### src/design/ptm_pkg.sv
// constants for the four-channel pwm timer: register indices, field positions,
// reset values and bus widths.
// assumes a single bus clock domain; register byte address is four times the index.
package ptm_pkg;

	// ************************************************************
	// bus
	// ************************************************************
	localparam int ADDR_W = 9;
	localparam int DATA_W = 32;

	// ************************************************************
	// register indices (byte address = index * 4)
	// ************************************************************
	localparam logic [6:0] IDX_CLOCK_CONFIG = 7'h60;
	localparam logic [6:0] IDX_POLARITY     = 7'h61;
	localparam logic [6:0] IDX_SCALE        = 7'h62;
	localparam logic [6:0] IDX_ENABLE       = 7'h63;
	localparam logic [6:0] IDX_COUNTER0     = 7'h64;
	localparam logic [6:0] IDX_PERIOD0      = 7'h68;
	localparam logic [6:0] IDX_DUTY0        = 7'h6C;
	localparam logic [4:0] GRP_CONTROL      = IDX_CLOCK_CONFIG[6:2];
	localparam logic [4:0] GRP_COUNTER      = IDX_COUNTER0[6:2];
	localparam logic [4:0] GRP_PERIOD       = IDX_PERIOD0[6:2];
	localparam logic [4:0] GRP_DUTY         = IDX_DUTY0[6:2];

	// ************************************************************
	// field positions and masks
	// ************************************************************
	localparam int JOIN34_BIT = 7;
	localparam int JOIN12_BIT = 6;
	localparam int CKA_LSB    = 4;
	localparam int CKB_LSB    = 0;
	localparam int CLKSEL_LSB = 4;
	localparam int POL_LSB    = 0;
	localparam logic [7:0] CONFIG_MASK = 8'hF7;

	// ************************************************************
	// reset values and divider constants
	// ************************************************************
	localparam logic [7:0] RST_ZERO      = 8'h00;
	localparam logic [7:0] RST_ONES      = 8'hFF;
	localparam logic [8:0] SCALE_ZERO_N  = 9'h100;
	localparam int         PRESC_W       = 7;

	typedef enum logic [0:0] {
		PTM_IDLE = 1'b0,
		PTM_ACK  = 1'b1
	} ptm_bus_t;

endpackage

### src/design/ptm_pwm_timer.sv
// four-channel 8-bit pwm timer with pair joining, clock a/b/s prescalers and
// double-buffered period and duty, reached over an avalon-mm slave.
// assumes avalon master holds a request until it samples waitrequest low.
`timescale 1ns/10ps
`default_nettype none

module ptm_pwm_timer (
	input  wire logic                        clk,
	input  wire logic                        nrst,
	input  wire logic [ptm_pkg::ADDR_W-1:0]  avs_address,
	input  wire logic                        avs_read,
	input  wire logic                        avs_write,
	input  wire logic [ptm_pkg::DATA_W-1:0]  avs_writedata,
	input  wire logic [3:0]                  avs_byteenable,
	output logic      [ptm_pkg::DATA_W-1:0]  avs_readdata,
	output logic                             avs_waitrequest,
	output logic      [3:0]                  pwm_out
);
	import ptm_pkg::*;

	// ************************************************************
	// bus slave
	// ************************************************************
	ptm_bus_t                 state;
	ptm_bus_t                 next_state;
	logic [DATA_W-1:0]        next_readdata;
	logic                     next_waitrequest;
	logic [6:0]               idx;
	logic                     aligned;
	logic                     wr_en;
	logic [7:0]               wd;
	logic [7:0]               rd_mux;
	logic [7:0]               clock_config;
	logic [7:0]               next_clock_config;
	logic [7:0]               polarity_source;
	logic [7:0]               next_polarity_source;
	logic [7:0]               scaled_clock_divisor;
	logic [7:0]               next_scaled_clock_divisor;
	logic [3:0]               channel_enable_bits;
	logic [3:0]               next_channel_enable_bits;
	wire  [7:0]               cnt_w [0:3];
	wire  [7:0]               per_buf_w [0:3];
	wire  [7:0]               dty_buf_w [0:3];
	wire  [7:0]               per_act_w [0:3];
	wire  [7:0]               dty_act_w [0:3];
	wire  [3:0]               pin_w;

	assign idx     = avs_address[ADDR_W-1:2];
	assign aligned = (avs_address[1:0] == 2'h0);
	assign wd      = avs_writedata[7:0];
	// writes land at the edge where the master sees waitrequest low
	assign wr_en   = (state == PTM_ACK) && avs_write && avs_byteenable[0] && aligned;

	always_comb begin
		rd_mux = 8'h00;
		if (aligned) begin
			case (idx[6:2])
				GRP_CONTROL: begin
					case (idx[1:0])
						2'h0: rd_mux = clock_config & CONFIG_MASK;
						2'h1: rd_mux = polarity_source;
						2'h2: rd_mux = scaled_clock_divisor;
						default: rd_mux = {4'h0, channel_enable_bits};
					endcase
				end
				GRP_COUNTER: rd_mux = cnt_w[idx[1:0]];
				GRP_PERIOD: rd_mux = per_buf_w[idx[1:0]];
				GRP_DUTY: rd_mux = dty_buf_w[idx[1:0]];
				default: rd_mux = 8'h00;
			endcase
		end
	end

	always_comb begin
		next_state = state;
		next_readdata = avs_readdata;
		case (state)
			PTM_IDLE: begin
				if (avs_read || avs_write) begin
					next_state = PTM_ACK;
					next_readdata = {24'h000000, rd_mux};
				end
			end
			PTM_ACK: next_state = PTM_IDLE;
			default: next_state = PTM_IDLE;
		endcase
		next_waitrequest = (next_state != PTM_ACK);
		next_clock_config = clock_config;
		next_polarity_source = polarity_source;
		next_scaled_clock_divisor = scaled_clock_divisor;
		next_channel_enable_bits = channel_enable_bits;
		if (wr_en && idx == IDX_CLOCK_CONFIG)
			next_clock_config = wd & CONFIG_MASK;
		if (wr_en && idx == IDX_POLARITY)
			next_polarity_source = wd;
		if (wr_en && idx == IDX_SCALE)
			next_scaled_clock_divisor = wd;
		if (wr_en && idx == IDX_ENABLE)
			next_channel_enable_bits = wd[3:0];
	end

	always_ff @(posedge clk or negedge nrst) begin
		if (!nrst) begin
			state <= PTM_IDLE;
			avs_readdata <= 32'h00000000;
			avs_waitrequest <= 1'b1;
			clock_config <= RST_ZERO;
			polarity_source <= RST_ZERO;
			scaled_clock_divisor <= RST_ZERO;
			channel_enable_bits <= 4'h0;
		end else begin
			state <= next_state;
			avs_readdata <= next_readdata;
			avs_waitrequest <= next_waitrequest;
			clock_config <= next_clock_config;
			polarity_source <= next_polarity_source;
			scaled_clock_divisor <= next_scaled_clock_divisor;
			channel_enable_bits <= next_channel_enable_bits;
		end
	end

	// ************************************************************
	// clock a, b and s prescalers
	// ************************************************************
	logic [PRESC_W-1:0]       presc;
	logic [PRESC_W-1:0]       next_presc;
	logic [8:0]               s_cnt;
	logic [8:0]               next_s_cnt;
	logic [2:0]               mask_a;
	logic [6:0]               mask_b;
	logic [8:0]               s_n;
	logic [8:0]               s_lim;
	logic                     tick_a;
	logic                     tick_b;
	logic                     tick_s;

	always_comb begin
		mask_a = 3'((4'h1 << clock_config[CKA_LSB +: 2]) - 4'h1);
		tick_a = &(presc[2:0] | ~mask_a);
		mask_b = 7'((8'h01 << clock_config[CKB_LSB +: 3]) - 8'h01);
		tick_b = &(presc | ~mask_b);
		s_n = (scaled_clock_divisor == 8'h00) ? SCALE_ZERO_N : {1'b0, scaled_clock_divisor};
		// one s tick per 2n clock a ticks; >= guards a divisor shrunk mid-count
		s_lim = 9'({s_n, 1'b0} - 10'h001);
		tick_s = tick_a && (s_cnt >= s_lim);
		next_presc = PRESC_W'(presc + 1'b1);
		next_s_cnt = s_cnt;
		if (tick_a)
			next_s_cnt = tick_s ? 9'h000 : 9'(s_cnt + 1'b1);
	end

	always_ff @(posedge clk or negedge nrst) begin
		if (!nrst) begin
			presc <= '0;
			s_cnt <= 9'h000;
		end else begin
			presc <= next_presc;
			s_cnt <= next_s_cnt;
		end
	end

	// ************************************************************
	// channel pairs
	// ************************************************************
	function automatic logic [16:0] step16(input logic [15:0] c, input logic [15:0] p);
		logic [15:0] n;
		n = 16'(c + 1'b1);
		step16 = (n >= p) ? {1'b1, 16'h0000} : {1'b0, n};
	endfunction

	function automatic logic lvl(input logic [15:0] c, input logic [15:0] p,
			input logic [15:0] d, input logic pol);
		logic raw;
		raw = (p != 16'h0000) && (d < p) && (c >= d);
		lvl = raw ^ pol;
	endfunction

	genvar gp;
	generate
		for (gp = 0; gp < 2; gp++) begin : g_pair
			logic [7:0] cnt [0:1];
			logic [7:0] per_buf [0:1];
			logic [7:0] dty_buf [0:1];
			logic [7:0] per_act [0:1];
			logic [7:0] dty_act [0:1];
			logic [1:0] out;
			logic [7:0] next_cnt [0:1];
			logic [7:0] next_per_buf [0:1];
			logic [7:0] next_dty_buf [0:1];
			logic [7:0] next_per_act [0:1];
			logic [7:0] next_dty_act [0:1];
			logic [1:0] next_out;
			logic       join_pair;

			assign join_pair = clock_config[(gp == 0) ? JOIN12_BIT : JOIN34_BIT];

			always_comb begin
				logic [1:0]  tk;
				logic [1:0]  en;
				logic [1:0]  wr_cnt;
				logic [1:0]  restart;
				logic [1:0]  adv;
				logic [1:0]  roll;
				logic [16:0] st;
				logic [15:0] n16;
				tk = 2'h0;
				en = 2'h0;
				wr_cnt = 2'h0;
				restart = 2'h0;
				adv = 2'h0;
				roll = 2'h0;
				st = 17'h00000;
				n16 = 16'h0000;
				for (int j = 0; j < 2; j++) begin
					// pair 0 runs on clock a, pair 1 on clock b, either may take s
					tk[j] = polarity_source[CLKSEL_LSB + 2*gp + j] ? tick_s
						: ((gp == 0) ? tick_a : tick_b);
					en[j] = channel_enable_bits[2*gp + j];
					wr_cnt[j] = wr_en && (idx == 7'(IDX_COUNTER0 + 2*gp + j));
					next_per_buf[j] = (wr_en && idx == 7'(IDX_PERIOD0 + 2*gp + j))
						? wd : per_buf[j];
					next_dty_buf[j] = (wr_en && idx == 7'(IDX_DUTY0 + 2*gp + j))
						? wd : dty_buf[j];
				end
				if (join_pair) begin
					// lower channel's clock and enable drive the joined counter
					en = {2{en[1]}};
					restart = {2{|wr_cnt}};
					adv = {2{en[1] && tk[1]}};
					st = step16({cnt[0], cnt[1]}, {per_act[0], per_act[1]});
					roll = {2{adv[1] && st[16]}};
					n16 = st[15:0];
				end else begin
					restart = wr_cnt;
					for (int j = 0; j < 2; j++) begin
						adv[j] = en[j] && tk[j];
						st = step16({8'h00, cnt[j]}, {8'h00, per_act[j]});
						roll[j] = adv[j] && st[16];
						n16[8*(1-j) +: 8] = st[7:0];
					end
				end
				for (int j = 0; j < 2; j++) begin
					if (restart[j])
						next_cnt[j] = 8'h00;
					else if (adv[j])
						next_cnt[j] = n16[8*(1-j) +: 8];
					else
						next_cnt[j] = cnt[j];
					if (!en[j] || roll[j] || restart[j]) begin
						next_per_act[j] = next_per_buf[j];
						next_dty_act[j] = next_dty_buf[j];
					end else begin
						next_per_act[j] = per_act[j];
						next_dty_act[j] = dty_act[j];
					end
				end
				if (join_pair) begin
					next_out[0] = lvl({next_cnt[0], next_cnt[1]},
						{next_per_act[0], next_per_act[1]},
						{next_dty_act[0], next_dty_act[1]},
						polarity_source[POL_LSB + 2*gp]);
					next_out[1] = 1'b0;
				end else begin
					for (int j = 0; j < 2; j++)
						next_out[j] = lvl({8'h00, next_cnt[j]}, {8'h00, next_per_act[j]},
							{8'h00, next_dty_act[j]}, polarity_source[POL_LSB + 2*gp + j]);
				end
			end

			always_ff @(posedge clk or negedge nrst) begin
				if (!nrst) begin
					for (int j = 0; j < 2; j++) begin
						cnt[j] <= RST_ZERO;
						per_buf[j] <= RST_ONES;
						dty_buf[j] <= RST_ONES;
						per_act[j] <= RST_ONES;
						dty_act[j] <= RST_ONES;
					end
					out <= 2'h0;
				end else begin
					for (int j = 0; j < 2; j++) begin
						cnt[j] <= next_cnt[j];
						per_buf[j] <= next_per_buf[j];
						dty_buf[j] <= next_dty_buf[j];
						per_act[j] <= next_per_act[j];
						dty_act[j] <= next_dty_act[j];
					end
					out <= next_out;
				end
			end

			for (genvar gj = 0; gj < 2; gj++) begin : g_ch
				assign cnt_w[2*gp + gj] = cnt[gj];
				assign per_buf_w[2*gp + gj] = per_buf[gj];
				assign dty_buf_w[2*gp + gj] = dty_buf[gj];
				assign per_act_w[2*gp + gj] = per_act[gj];
				assign dty_act_w[2*gp + gj] = dty_act[gj];
				assign pin_w[2*gp + gj] = out[gj];
			end
		end
	endgenerate

	assign pwm_out = pin_w;

	// ************************************************************
	// assertions
	// ************************************************************
	logic j12;
	assign j12 = clock_config[JOIN12_BIT];

	// cycles since the last clock b tick; lets the b divider be checked looking back,
	// so a config write landing mid-count cannot trip the check
	logic [3:0] gap_b;
	logic [3:0] next_gap_b;

	always_comb begin
		next_gap_b = gap_b;
		if (tick_b)
			next_gap_b = 4'h0;
		else if (gap_b != 4'hF)
			next_gap_b = 4'(gap_b + 1'b1);
	end

	always_ff @(posedge clk or negedge nrst) begin
		if (!nrst) begin
			gap_b <= 4'h0;
		end else begin
			gap_b <= next_gap_b;
		end
	end

	property p_cfg_bit3;
		@(posedge clk) disable iff (!nrst)
		(state == PTM_IDLE && avs_read && aligned && idx == IDX_CLOCK_CONFIG)
			|=> (avs_readdata[3] == 1'b0 && !avs_waitrequest);
	endproperty
	a_cfg_bit3: assert property (p_cfg_bit3) else $error("config bit 3 read nonzero");

	property p_clka_div2;
		@(posedge clk) disable iff (!nrst)
		(tick_a && clock_config[CKA_LSB +: 2] == 2'h1 && !avs_write) |=> !tick_a ##1 tick_a;
	endproperty
	a_clka_div2: assert property (p_clka_div2) else $error("clock a not half rate");

	property p_clkb_div8;
		@(posedge clk) disable iff (!nrst)
		(tick_b && clock_config[CKB_LSB +: 3] == 3'h3 && $past(clock_config, 2) == clock_config
			&& $past(clock_config, 4) == clock_config && $past(clock_config, 6) == clock_config
			&& $past(clock_config, 8) == clock_config) |-> gap_b == 4'h7;
	endproperty
	a_clkb_div8: assert property (p_clkb_div8) else $error("clock b not eighth rate");

	property p_disabled_hold;
		@(posedge clk) disable iff (!nrst)
		(!channel_enable_bits[0] && !j12 && !wr_en) |=> $stable(cnt_w[0]);
	endproperty
	a_disabled_hold: assert property (p_disabled_hold) else $error("disabled counter moved");

	property p_wrap;
		@(posedge clk) disable iff (!nrst)
		(channel_enable_bits[0] && !j12 && !wr_en && tick_a && !polarity_source[CLKSEL_LSB]
			&& {1'b0, cnt_w[0]} + 9'h001 >= {1'b0, per_act_w[0]}) |=> cnt_w[0] == 8'h00;
	endproperty
	a_wrap: assert property (p_wrap) else $error("counter missed wrap at period");

	property p_buffer_hold;
		@(posedge clk) disable iff (!nrst)
		(channel_enable_bits[1] && !j12 && !wr_en
			&& {1'b0, cnt_w[1]} + 9'h001 < {1'b0, per_act_w[1]})
			|=> (per_act_w[1] == $past(per_act_w[1]) && dty_act_w[1] == $past(dty_act_w[1]));
	endproperty
	a_buffer_hold: assert property (p_buffer_hold) else $error("period took effect early");

	property p_restart;
		@(posedge clk) disable iff (!nrst)
		(wr_en && idx == IDX_COUNTER0 + 7'h2 && !clock_config[JOIN34_BIT])
			|=> (cnt_w[2] == 8'h00 && per_act_w[2] == per_buf_w[2]);
	endproperty
	a_restart: assert property (p_restart) else $error("counter write did not restart");

	property p_zero_period;
		@(posedge clk) disable iff (!nrst)
		(per_act_w[0] == 8'h00 && !j12 && !$past(j12))
			|-> pwm_out[0] == $past(polarity_source[POL_LSB]);
	endproperty
	a_zero_period: assert property (p_zero_period) else $error("zero period pin not constant");

	property p_polarity;
		@(posedge clk) disable iff (!nrst)
		// the pin flop took polarity and join mode from the cycle before
		(!j12 && !$past(j12) && per_act_w[0] != 8'h00 && dty_act_w[0] < per_act_w[0])
			|-> pwm_out[0] == ((cnt_w[0] >= dty_act_w[0]) ^ $past(polarity_source[POL_LSB]));
	endproperty
	a_polarity: assert property (p_polarity) else $error("pin level wrong for duty");

	property p_join_low_pin;
		@(posedge clk) disable iff (!nrst)
		j12 |=> !pwm_out[1];
	endproperty
	a_join_low_pin: assert property (p_join_low_pin) else $error("joined lower pin driven");

	c_wrap: cover property (@(posedge clk) disable iff (!nrst)
		channel_enable_bits[0] && cnt_w[0] != 8'h00 ##1 cnt_w[0] == 8'h00);
	c_joined_high: cover property (@(posedge clk) disable iff (!nrst) j12 && pwm_out[0]);
	c_write_ack: cover property (@(posedge clk) disable iff (!nrst) wr_en);

endmodule

`default_nettype wire

### config.mk
export PLATFORM = sky130hd
export DESIGN_NAME = ptm_pwm_timer
export DESIGN_NICKNAME = d
export VERILOG_FILES = /design/src/design/ptm_pkg.sv /design/src/design/ptm_pwm_timer.sv
export SDC_FILE = /design/constraint.sdc
export NUM_CORES = 1
export LEC_CHECK = 0
export BUFFER_PORTS_ARGS = -buffer_cell sky130_fd_sc_hd__buf_2
export CORE_ASPECT_RATIO = 1.1
export CORE_MARGIN = 10
export CORE_UTILIZATION = 36
export CTS_BUF_LIST = sky130_fd_sc_hd__clkbuf_8
export CTS_CLUSTER_DIAMETER = 50
export CTS_CLUSTER_SIZE = 30
export DETAILED_ROUTE_END_ITERATION = 10
export GPL_TIMING_DRIVEN = 1
export SETUP_SLACK_MARGIN = 0.3
export SYNTH_ARGS = -nofsm -noshare
export SYNTH_HDL_FRONTEND = slang
export SYNTH_SLANG_ARGS = --single-unit
### constraint.sdc
create_clock -name clk -period 13.6 [get_ports clk]
set_clock_uncertainty 0.15 [all_clocks]
set_input_delay 0.68 -clock clk [delete_from_list [all_inputs] [get_ports clk]]
set_output_delay 0.68 -clock clk [all_outputs]
set_load 0.005 [all_outputs]
# After elaboration in Yosys (flattened, before gate mapping)
# Cells that the tools add are included.
# word_totals
mem_bits_rw	0
n_memories	0
latchBits	0
in_bits	49
romBits	0
reg_bits	217
output_inout_bits	37
# classes
n_mux	62
order_cmp	20
n_reduce_logical	69
shifts	2
bitwise	13
n_mul	0
n_eq_ne	22
div_mod_pow	0
addsub	11
# op_table
cell	count
$mux 8	32
$eq 7x7->1 const B	16
$mux 17	6
$ge 16x16->1	4
$bmux 8 s2	3
$logic_and 1x1->1	42
$add 8x1->9 const B	4
$ge 9x8->1	4
$add 16x1->16 const B	2
$ge 8x8->1	4
$lt 16x16->1	2
$lt 8x8->1	4
$mux 16	2
$pmux 8 s4	1
$reduce_bool 16->1	2
$reduce_bool 8->1	4
$pmux 8 s3	1
$eq 5x5->1 const B	4
$mux 2	6
$add 9x1->9 const B	1
$ge 9x9->1	1
$logic_or 1x1->1	9
$mux 1	9
$mux 9	1
other kinds (24)	35

# Longest topological paths before layout
# Gate-level depths: netlist of run 1.
# depth
word_depth	18
ltp_mapped	30
mapped_depth_nobuf	28

# Least setup slack after synthesis of run 1
# OpenSTA, ideal clock, no wires.
# synth_timing
path_type	reg-to-reg
start	reg scaled_clock_divisor[3]
end	reg g_pair[1].out[0]
period_less_slack_ns	5.854
required_time_ns	13.327
arrival_time_ns	5.581
path_slack_ns	7.746
path_stages_with_launch	28
path_buffers	2
cell_sequence	dfrtp_1 > nor4_1 > nand2_1 > nor3_1 > nor2_1 > or2_2 > nor3b_1 > xnor2_1 > ha_1 > a21oi_1 > o21ai_0 > a21oi_1 > o22ai_1 > a311oi_2 > buf_6 > buf_2 > mux2i_1 > inv_1 > ha_1 > a21o_1 > a21o_1 > a2111oi_0 > nand4_1 > o21ai_2 > a21oi_1 > o221ai_1 > a31oi_1 > xnor2_1
# synth_rtl
item	line	text
start: declaration	ptm_pwm_timer.sv:37	logic [7:0] scaled_clock_divisor;
start signal: assignment	ptm_pwm_timer.sv:117	scaled_clock_divisor <= next_scaled_clock_divisor;
end signal: assignment	ptm_pwm_timer.sv:288	out <= next_out;
end: declaration	ptm_pwm_timer.sv:186	logic [1:0] out;

==> results.md, run 1 <==
- Reg2Reg Depth: 27
- Post-Syn Area per Cell: 10.1 µm²
- Total GRT Usage: between 15 and 20%
- Final Hold Viols: 0
- Top FF cell, synth: dfstp_2
- Cell taking the most area after synthesis: dfstp_2
- Final nets: approximately 1,600
- DP Area: 15,000 µm²
- Gate power share: 32.9%
- Post-synth EDFFs: 0
- Hold EP: avs_readdata[2]
- Die Width: 212 µm
- Yosys warns: 0
- Die ar.: 48,800 µm²
- Worst-margin pin slew: 1.08 ns
- Cell Int Power: 1.33 mW
- Vias in the first global route: 11,219
- Crit Path Category: reg -> reg
- CP Launch Type: register
- Hold path startpoint: avs_readdata[2]
- Mapped Cells: 1,437
- Clk_lat worst skew: approximately 0.60 ns
- Critical Path RT: 13.97 ns
- Routability Congestion: just over 0.9
- Starting Density: about 36%
- Unique masters post-synth: 80
- Yosys reg bits: approximately 220
- FF-to-FF End: g_pair[0].out[0]
- I/O pin cnt: 86
- Clock H-tree levels: 1
- Total core area: 40,100 µm²
- Worst-path clk slew: 0.09 ns
- Root Buffer: clkbuf_8
- CTS Hold Bufs: 1
- Final Cell Area: around 16,000 µm²
- Pwr Density: 134 nW/µm²
- Critical Path AT: 7.59 ns
- NetSw: 784 µW
- FP Rows: 77
- Hpwl dp: between 30,000 and 40,000 µm
- Via Count: 11,181
- Number of CTS-inserted buffers: 31
- DR vias/cell: approximately 5.6
- Worst R2R Start: scaled_clock_divisor[2]
- Peak supply drop: 0.114 mV
- Status: complete, no violations
- Total setup buffers inserted after CTS: 0
- Setup TNS: 0 ns
- PortBufs: 34
- Top cells by area, synth: dfstp_2 23%, dfrtp_1 15%, ha_1 11%
- Min cycle time layout: 7.22 ns
- DRT iter0 DRCs: 959
- Post_cts resized: 0
- Net Sw Frac: 37.1%
- Drt first pass iters: 6
- Clk sinks: 217
- Peak Freq: 139 MHz
- Maxcap violations: 0
- Wire length per cell: 21.0 µm
- Part of the power in registers: 36.9%
- CTS tree: built
- Element type at the critical path end: register
- Period utilisation layout: a little over half
- Final WL: between 40,000 and 50,000 µm
- Hold path depth: 1
- First-pass GRT wire length: 65,000 µm
- Cell Area, Synth: 14,500 µm²
- Initial antenna violation count: 0
- Setup slack, reg-to-reg: roughly 6.4 ns
- P_leak: 7.67 nW
- Die Ht: roughly 230 µm
- Worst min path class: reg -> reg
- Finish-stage setup viols: 0
- Max-slew violations: 0
- Gr ovfl total: 0
- Clock group share of total power: 30.1%
- Post-synth ARST share: 100%
- Worst Path Max Fanout: 20
- Share of Yosys cell area claimed by the top area cell type: roughly a quarter
- ANT nets after route: 0
- Slew Limit Headroom: 28.3%
- DRC Markers: 0
- Seq/Total Area, Yosys: a little under 40%
- Clock Path Buffers: 3
- Share of cells above drive strength 1: 25.1%
- Largest net degree at the start of global routing: 76
- Pwr Total: 2.11 mW
- RSZ-0062 raised after global routing: false
- Area grow syn2layout: 8.76%
## stage by stage
step                      hold WS [ns]  util (%)  worst slack, ns  std cells
after floorplan                  0.234         -             7.75       1460
after global placement           0.309      37.5             6.57       1926
after detailed placement         0.316      37.5             6.42       1926
after CTS                        0.324      39.4             6.39       1984
after global routing             0.345      39.4             5.96       1984
final                            0.324      39.4             6.38       1985
## sequential cells by signal, summed over array words and instances (netlist names)
name / count
cnt_w: 32
dty_act_w: 32
dty_buf_w: 32
g_pair.per_act: 32
g_pair.per_buf: 32
s_cnt: 9
avs_readdata: 8
polarity_source: 8
scaled_clock_divisor: 8
clock_config: 7
presc: 7
channel_enable_bits: 4
g_pair.out: 4
avs_waitrequest: 1
state: 1
## routing by layer
layer  up-vias  share of wire [%]  global-route usage (%)
li1       5121                  -                       -
met1      5559                 42                    21.6
met2       426                 48                    28.4
met3        75                6.9                    2.89
met4         0                2.8                    5.42
met5         -                  0                       0
## synthesized netlist by cell type (14+ instances only)
cell / n
dfrtp_1: 88
xor2_1: 28
xnor2_1: 33
nor4_1: 14
mux2i_1: 52
nor2_1: 85
clkbuf_1: 33
mux2_2: 89
mux4_2: 27
buf_4: 26
inv_1: 119
dfstp_2: 129
nand3_1: 47
a21oi_1: 99
nand4_1: 16
nand2_1: 89
buf_2: 20
a21o_1: 37
o21ai_0: 62
ha_1: 130
and3_1: 21
## power groups by stage
| stage | sequential [mW] | clock [mW] | combinational, mW |
|---|---|---|---|
| floorplan | 0.745 | 0 | 0.550 |
| global placement | 0.787 | 0 | 0.672 |
| detailed placement | 0.788 | 0 | 0.688 |
| CTS | 0.778 | 0.654 | 0.692 |
| global route | 0.785 | 0.680 | 0.788 |
| finish | 0.780 | 0.637 | 0.695 |
## layout by cell type (no fill, tap or decap), drive strengths merged, types with 35 or more instances in the layout
cell	count
clkbuf	35
buf	44
inv	133
nand2	89
ha	130
a21oi	99
dfrtp	88
nand3	47
o21ai	63
dfstp	129
a21o	37
mux2	89
mux2i	52
nor2	88
## cell type report
cell class,instances,area (µm²)
antenna,1,2.50
clock buffer,35,482
clock inverter,22,294
fill,3983,24300
inverter,119,447
multi-input combinational,1033,8080
sequential,217,5590
tap,513,642
timing repair buffer,45,265
## worst max path at each step
stage,end,slack [ns],from
final,g_pair[0].out[0],6.38,scaled_clock_divisor[2]
after floorplan,g_pair[1].out[0],7.75,scaled_clock_divisor[3]
after global placement,g_pair[0].out[0],6.57,scaled_clock_divisor[2]
after CTS,g_pair[0].out[0],6.39,scaled_clock_divisor[2]
after global routing,g_pair[0].out[0],5.96,scaled_clock_divisor[2]
after detailed placement,g_pair[0].out[0],6.42,scaled_clock_divisor[2]
## cell families (layout without fill, tap and decap cells)
| kind of cell | Yosys count | count (layout) | synth area share [%] |
|---|---|---|---|
| AOI/OAI and AO/OA | 298 | 298 | 13.4 |
| xor gates and xnor gates | 61 | 61 | 3.68 |
| adders and majority gates | 130 | 130 | 11.2 |
| buffers and inverters | 210 | 221 | 6.59 |
| DFF | 217 | 217 | 38.5 |
| muxes | 168 | 168 | 14.7 |
| other | 1 | 25 | 0.0258 |
| and+or+nand+nor | 352 | 352 | 12.0 |
## worst max-delay path, cell delays in order (launching register included)
cell       delay, ns
dfrtp_1         0.48
nor4_1          0.34
nand2_1         0.13
nor3_1          0.15
nor2_1          0.07
or2_2           0.31
nor3b_1         0.28
xnor2_1         0.11
ha_1            0.32
nand4_1         0.11
a21oi_1         0.18
a21o_1          0.37
o211ai_1        0.37
o221ai_1        0.35
and2_1          0.88
nor2_1          0.07
a21oi_1         0.22
ha_1            0.26
nand2b_1        0.14
a21o_1          0.17
a21o_1          0.18
a211o_1         0.33
a211oi_1        0.26
o21ai_0         0.17
o2111ai_1       0.16
nand3_1         0.11
a21oi_1         0.28
xnor2_1         0.16
Note: power is estimated with default switching activity, not from simulation.
==> run 2, diff against run 1 <==
==> constraint.sdc (replaced) <==
create_clock -name clk -period 6.9 [get_ports clk]
set_clock_uncertainty 0.15 [all_clocks]
set_input_delay 0.345 -clock clk [delete_from_list [all_inputs] [get_ports clk]]
set_output_delay 0.345 -clock clk [all_outputs]
set_load 0.005 [all_outputs]
==> results.md, run 2 (synthesis gave the netlist of run 1 again) <==
- Pwr Density: 257 nW/µm² (+92%)
- Largest net degree at the start of global routing: 133 (+75%)
- Drt first pass iters: 6 (unchanged)
- Status: complete, no violations
- Crit Path Category: reg -> reg
- Die ar.: 48,800 µm² (unchanged)
- DRC Markers: 0 (unchanged)
- Top cell by count, worst path: a21o_1
- M1 GR Usage: 21.6% (about the same)
- # diodes: 0 (-1)
- ANT nets after route: 0 (unchanged)
- Peak Freq: 159 MHz (+15%)
- Initial antenna violation count: 2 (+2)
- Total GRT Usage: 16.9% (+0.024 points)
- Total core area: 40,100 µm² (unchanged)
- Max stage delay on crit path: 0.56 ns (-0.32 ns)
- DP Area: 15,200 µm² (+1.2%)
- Final Util: 40.2% (+0.75 points)
- Hold path startpoint: avs_read
- FP Rows: 77 (unchanged)
- Share of cells above drive strength 1: 28.0% (+2.9 points)
- PortBufs: 34 (unchanged)
- Period utilisation layout: 91.0% (+38 points)
- Hpwl dp: 32,500 µm (+1.1%)
- Setup TNS: 0 ns (unchanged)
- Worst Path Max Fanout: 6 (-70%)
- Met2 Use GR: 27.7% (-0.74 points)
- Origin of the worst setup path: cnt_w[25]
- Die Ht: 231 µm (unchanged)
- Die Width: 212 µm (unchanged)
- Final WL: 41,900 µm (+0.40%)
- Worst-margin pin slew: 0.727 ns (-0.349 ns)
- Min cycle time layout: 6.28 ns (-0.942 ns)
- DRT iter0 DRCs: 896 (-6.6%)
- Routability Congestion: 0.961 (+3.8%)
- Worst min path class: in -> reg
- Maxcap violations: 0 (unchanged)
- P_leak: 7.77 nW (+1.4%)
- DR vias/cell: 5.52 (-1.9%)
- I/O pin cnt: 86 (unchanged)
- Met3 usage: 3.44% (+0.56 points)
- Slew Limit Headroom: 51.4% (+23 points)
- Starting Density: 36.3% (unchanged)
- Wire length per cell: 20.8 µm (-0.90%)
- Element type at the critical path end: register
- First-pass GRT wire length: 65,100 µm (+0.20%)
- GR peak layer: met2
- CTS tree: built
- Max-slew violations: 0 (unchanged)
- Clk sinks: 217 (unchanged)
- Worst-path clk slew: 0.08 ns (about the same)
- RSZ-0062 raised after global routing: false
- Clock H-tree levels: 1 (unchanged)
- Most frequent cells in the layout: 129 x ha_1, 129 x dfstp_2, 122 x inv_1, 96 x a21oi_1
- FILL cells: 3,912 (-1.8%)
- Gr ovfl total: 0 (unchanged)
- Root Buffer: clkbuf_8
- Dpl cells: 1,948 (+1.1%)
- Via Count: 11,107 (-0.66%)
- Final nets: 1,655 (+1.8%)
- Post-route insts no fill: 2,011 (+1.3%)
- Final Cell Area: 16,100 µm² (+1.9%)
- Peak supply drop: 0.192 mV (+68%)
- Finish-stage setup viols: 0 (unchanged)
- Clk_lat worst skew: 0.64 ns (+0.04 ns)
- Worst R2R Start: cnt_w[25]
- CP Launch Type: register
- Post-route setup slack: 0.624 ns (-5.76 ns)
- Critical Path RT: 7.23 ns (-6.74 ns)
- Number of CTS-inserted buffers: 28 (-9.7%)
- Crit-path slowest cell: dfrtp_1
- Clock Path Buffers: 3 (unchanged)
- Critical Path AT: 6.60 ns (-0.99 ns)
- Final Hold Viols: 0 (unchanged)
- Area grow syn2layout: 10.8%
- Vias in the first global route: 11,417 (+1.8%)
- Place WS: 0.166 ns (-6.26 ns)
[run 2: cell types whose count changed in the layout (fill, tap and decap cells not counted), sizes merged, moves of 3 or more]
cell,delta
buf,+29
clkbuf,-7
clkinvlp,+3
dlygate4sd3,+3
inv,-3
[run 2: metrics by stage]
stage | hold WS [ns] | total power [mW]
2_1_floorplan | -0.101 | 2.55
3_3_place_gp | 0.240 | 2.89
3_5_place_dp | 0.242 | 2.92
4_1_cts | 0.0670 | 4.12
5_1_grt | 0.0785 | 4.43
6_report | 0.0508 | 4.14
[run 2: path summary, 6_finish.rpt]
path                                       to  slack (ns)  depth (start not counted)
hold reg to reg               avs_readdata[1]        0.33                          1
setup reg to reg             g_pair[0].out[0]        0.62                         25
setup / recovery             g_pair[0].out[0]        0.62                         25
max in group asynchronous            cnt_w[2]        5.31                          3
min in group asynchronous  polarity_source[6]        0.18                          2
hold / removal                avs_waitrequest        0.05                          3
[run 2: critical path: cells and delay by family, from the launching register on]
family	cells	cell delay, ns
AO/OA/AOI/OAI	13	2.90
XOR/XNOR	2	0.28
adder cells (fa/ha/maj)	3	0.96
buffers and inverters	1	0.08
flip-flops	1	0.56
multiplexers	1	0.24
AND/OR/NAND/NOR	5	0.98
[run 2: repair_timing]
action | CTS | global route
pin swaps | 1 | 5
endpoints found under the hold margin | 81 | 0
setup endpoints to repair | 3 | 4
hold buffers | 4 | 0
buffers inserted | 1 | 6
gates resized for setup | 3 | 29
[run 2: where the power goes]
| part | total [mW] | switching (mW) | internal [mW] |
|---|---|---|---|
| combinational | 1.44 | 0.819 | 0.622 |
| sequential | 1.53 | 0.134 | 1.39 |
| clock | 1.17 | 0.570 | 0.599 |
| total | 4.14 | 1.52 | 2.61 |
[run 2: area by class of cell]
cell class | instances | area [µm²] | area share [%]
repair buffers | 77 | 538 | 3.34
clock inverters | 24 | 302 | 1.87
well taps | 513 | 642 | 3.98
flip-flops and latches | 217 | 5590 | 34.7
clock buffers | 28 | 385 | 2.39
inverters | 119 | 447 | 2.77
multi-input cells | 1033 | 8200 | 50.9
[run 2: metal layers]
layer  routed length, µm  vias to the layer above
li1                    -                     5181
met1               18000                     5455
met2               19400                      356
met3                2900                      111
met4                1550                        4
met5                  25                        -
==> run 3, diff against run 2 <==
--- a/config.mk
+++ b/config.mk
@@ -5,7 +5,7 @@
 export SDC_FILE = /design/constraint.sdc
 export NUM_CORES = 1
 export LEC_CHECK = 0
-export BUFFER_PORTS_ARGS = -buffer_cell sky130_fd_sc_hd__buf_2
+export BUFFER_PORTS_ARGS = -buffer_cell sky130_fd_sc_hd__clkbuf_2
 export CORE_ASPECT_RATIO = 1.1
 export CORE_MARGIN = 10
 export CORE_UTILIZATION = 36
@@ -13,7 +13,6 @@
 export CTS_CLUSTER_DIAMETER = 50
 export CTS_CLUSTER_SIZE = 30
 export DETAILED_ROUTE_END_ITERATION = 10
-export GPL_TIMING_DRIVEN = 1
 export SETUP_SLACK_MARGIN = 0.3
 export SYNTH_ARGS = -nofsm -noshare
 export SYNTH_HDL_FRONTEND = slang
==> results.md, run 3 (synthesis gave the netlist of run 1 again) <==
- RSZ-0062 raised after global routing: false
- Area grow syn2layout: 11.3%
- Worst-margin pin slew: 0.815 ns (+0.0885 ns)
- DRC Markers: 0 (unchanged)
- Gr ovfl total: 0 (unchanged)
- Final nets: 1,661 (+0.36%)
- Routability Congestion: 0.946 (-1.6%)
- Starting Density: 36.3% (unchanged)
- FP Rows: 77 (unchanged)
- Final Hold Viols: 0 (unchanged)
- Root Buffer: clkbuf_8
- P_leak: 7.82 nW (+0.57%)
- Min cycle time layout: 6.24 ns (-0.0336 ns)
- Most frequent cells in the layout: 129 x ha_1, 129 x dfstp_2, 120 x inv_1, 98 x a21oi_1, 89 x mux2_2
- Pwr Density: 257 nW/µm² (about the same)
- Die Ht: 231 µm (unchanged)
- Worst-path clk slew: 0.09 ns (about the same)
- Maxcap violations: 0 (unchanged)
- Die ar.: 48,800 µm² (unchanged)
- Setup TNS: 0 ns (unchanged)
- Largest net degree at the start of global routing: 132 (-0.75%)
- Critical Path RT: 7.25 ns (+0.02 ns)
- Initial antenna violation count: 0 (-2)
- Clk_lat worst skew: 0.59 ns (-0.05 ns)
- Drt first pass iters: 5 (-1)
- First-pass GRT wire length: 64,900 µm (-0.42%)
- CTS tree: built
- Worst min path class: in -> reg
- Element type at the critical path end: register
- Clock H-tree levels: 1 (unchanged)
- Post-route setup slack: 0.657 ns (+0.0336 ns)
- I/O pin cnt: 86 (unchanged)
- Period utilisation layout: 90.5% (-0.49 points)
- Peak supply drop: 0.222 mV (+16%)
- PortBufs: 34 (unchanged)
- Slew Limit Headroom: 45.5% (-5.9 points)
- Critical Path AT: 6.59 ns (about the same)
- Crit-path slowest cell: dfrtp_1
- Crit Path Category: reg -> reg
- Share of cells above drive strength 1: 28.5% (+0.49 points)
- Hpwl dp: 32,500 µm (about the same)
- Vias in the first global route: 11,060 (-3.1%)
- Number of CTS-inserted buffers: 28 (unchanged)
- Top cell by count, worst path: a21oi_1
- Total GRT Usage: 16.8% (-0.076 points)
- Die Width: 212 µm (unchanged)
- Final WL: 41,900 µm (about the same)
- DR vias/cell: 5.49 (-0.54%)
- Status: complete, no violations
- Max-slew violations: 0 (unchanged)
- Max stage delay on crit path: 0.50 ns (-0.06 ns)
- DRT iter0 DRCs: 969 (+8.1%)
- Peak Freq: 160 MHz (+0.54%)
- Clock Path Buffers: 3 (unchanged)
- Worst Path Max Fanout: 6 (unchanged)
- Clk sinks: 217 (unchanged)
- Setup slack, reg-to-reg: 0.66 ns (+0.03 ns)
- ANT nets after route: 0 (unchanged)
- Place WS: 0.216 ns (+0.0503 ns)
- Wire length per cell: 20.8 µm (-0.30%)
- Total core area: 40,100 µm² (unchanged)
- CP Launch Type: register
- Finish-stage setup viols: 0 (unchanged)
- Via Count: 11,086 (-0.19%)
-- run 3: changes by cell type in the layout (fill, tap and decap cells not counted), sizes merged --
cell	change
bufinv	-1
clkbuf	+36
clkinv	+3
diode	+1
dlygate4sd3	-3
clkinvlp	+1
inv	-6
buf	-24
-- run 3: final cells by class --
type | count | area, µm²
fill | 3927 | 23900
multi-input combinational | 1033 | 8210
sequential | 217 | 5590
tap | 513 | 642
timing repair buffer | 83 | 579
inverter | 119 | 447
clock buffer | 31 | 427
clock inverter | 21 | 277
antenna | 1 | 2.50
-- run 3: path summary, 6_finish.rpt --
check	start	endpoint	cells after the start
worst min-delay path	avs_read	avs_waitrequest	3
min in group asynchronous	nrst	cnt_w[21]	2
worst max register to register	cnt_w[16]	g_pair[0].out[0]	27
worst max-delay path	cnt_w[16]	g_pair[0].out[0]	27
worst min register to register	avs_readdata[0]	avs_readdata[0]	1
max in group asynchronous	nrst	presc[6]	3
-- run 3: critical path, delay by kind of cell (launching register included) --
kind	cells	cell delay (ns)
xor+xnor	2	0.34
mux	1	0.23
flops	1	0.50
fa+ha+maj	3	0.88
buf+inv	2	0.29
simple gates	7	1.13
compound gates	12	2.66
-- run 3: stage by stage --
step | util [%] | hold slack, ns | power, mW | instance area (µm²) | std cells
after global routing | 40.3 | 0.0990 | 4.43 | 16200 | 2017
after global placement | 38.0 | 0.249 | 2.91 | 15200 | 1951
after floorplan | - | -0.101 | 2.55 | 14600 | 1460
after detailed placement | 38.0 | 0.251 | 2.95 | 15200 | 1951
after CTS | 39.8 | 0.0481 | 4.15 | 16000 | 2005
final | 40.3 | 0.0921 | 4.15 | 16200 | 2018
-- run 3: per-layer routing --
layer	GRT usage, %	routed length, µm
met5	0	0
met4	4.47	1130
met3	2.94	2940
met2	27.9	19900
met1	22.2	17900
-- run 3: what timing repair did --
| action | CTS | global route |
|---|---|---|
| hold buffers | 1 | 0 |
| buffers inserted | 1 | 12 |
| endpoints found under the setup margin | 3 | 4 |
| hold endpoints to repair | 55 | 0 |
| gates resized for setup | 2 | 30 |
| pin swaps | 1 | 7 |
-- run 3: power breakdown --
group	switching, mW	internal (mW)
registers	0.126	1.39
clock network	0.573	0.596
logic	0.831	0.632
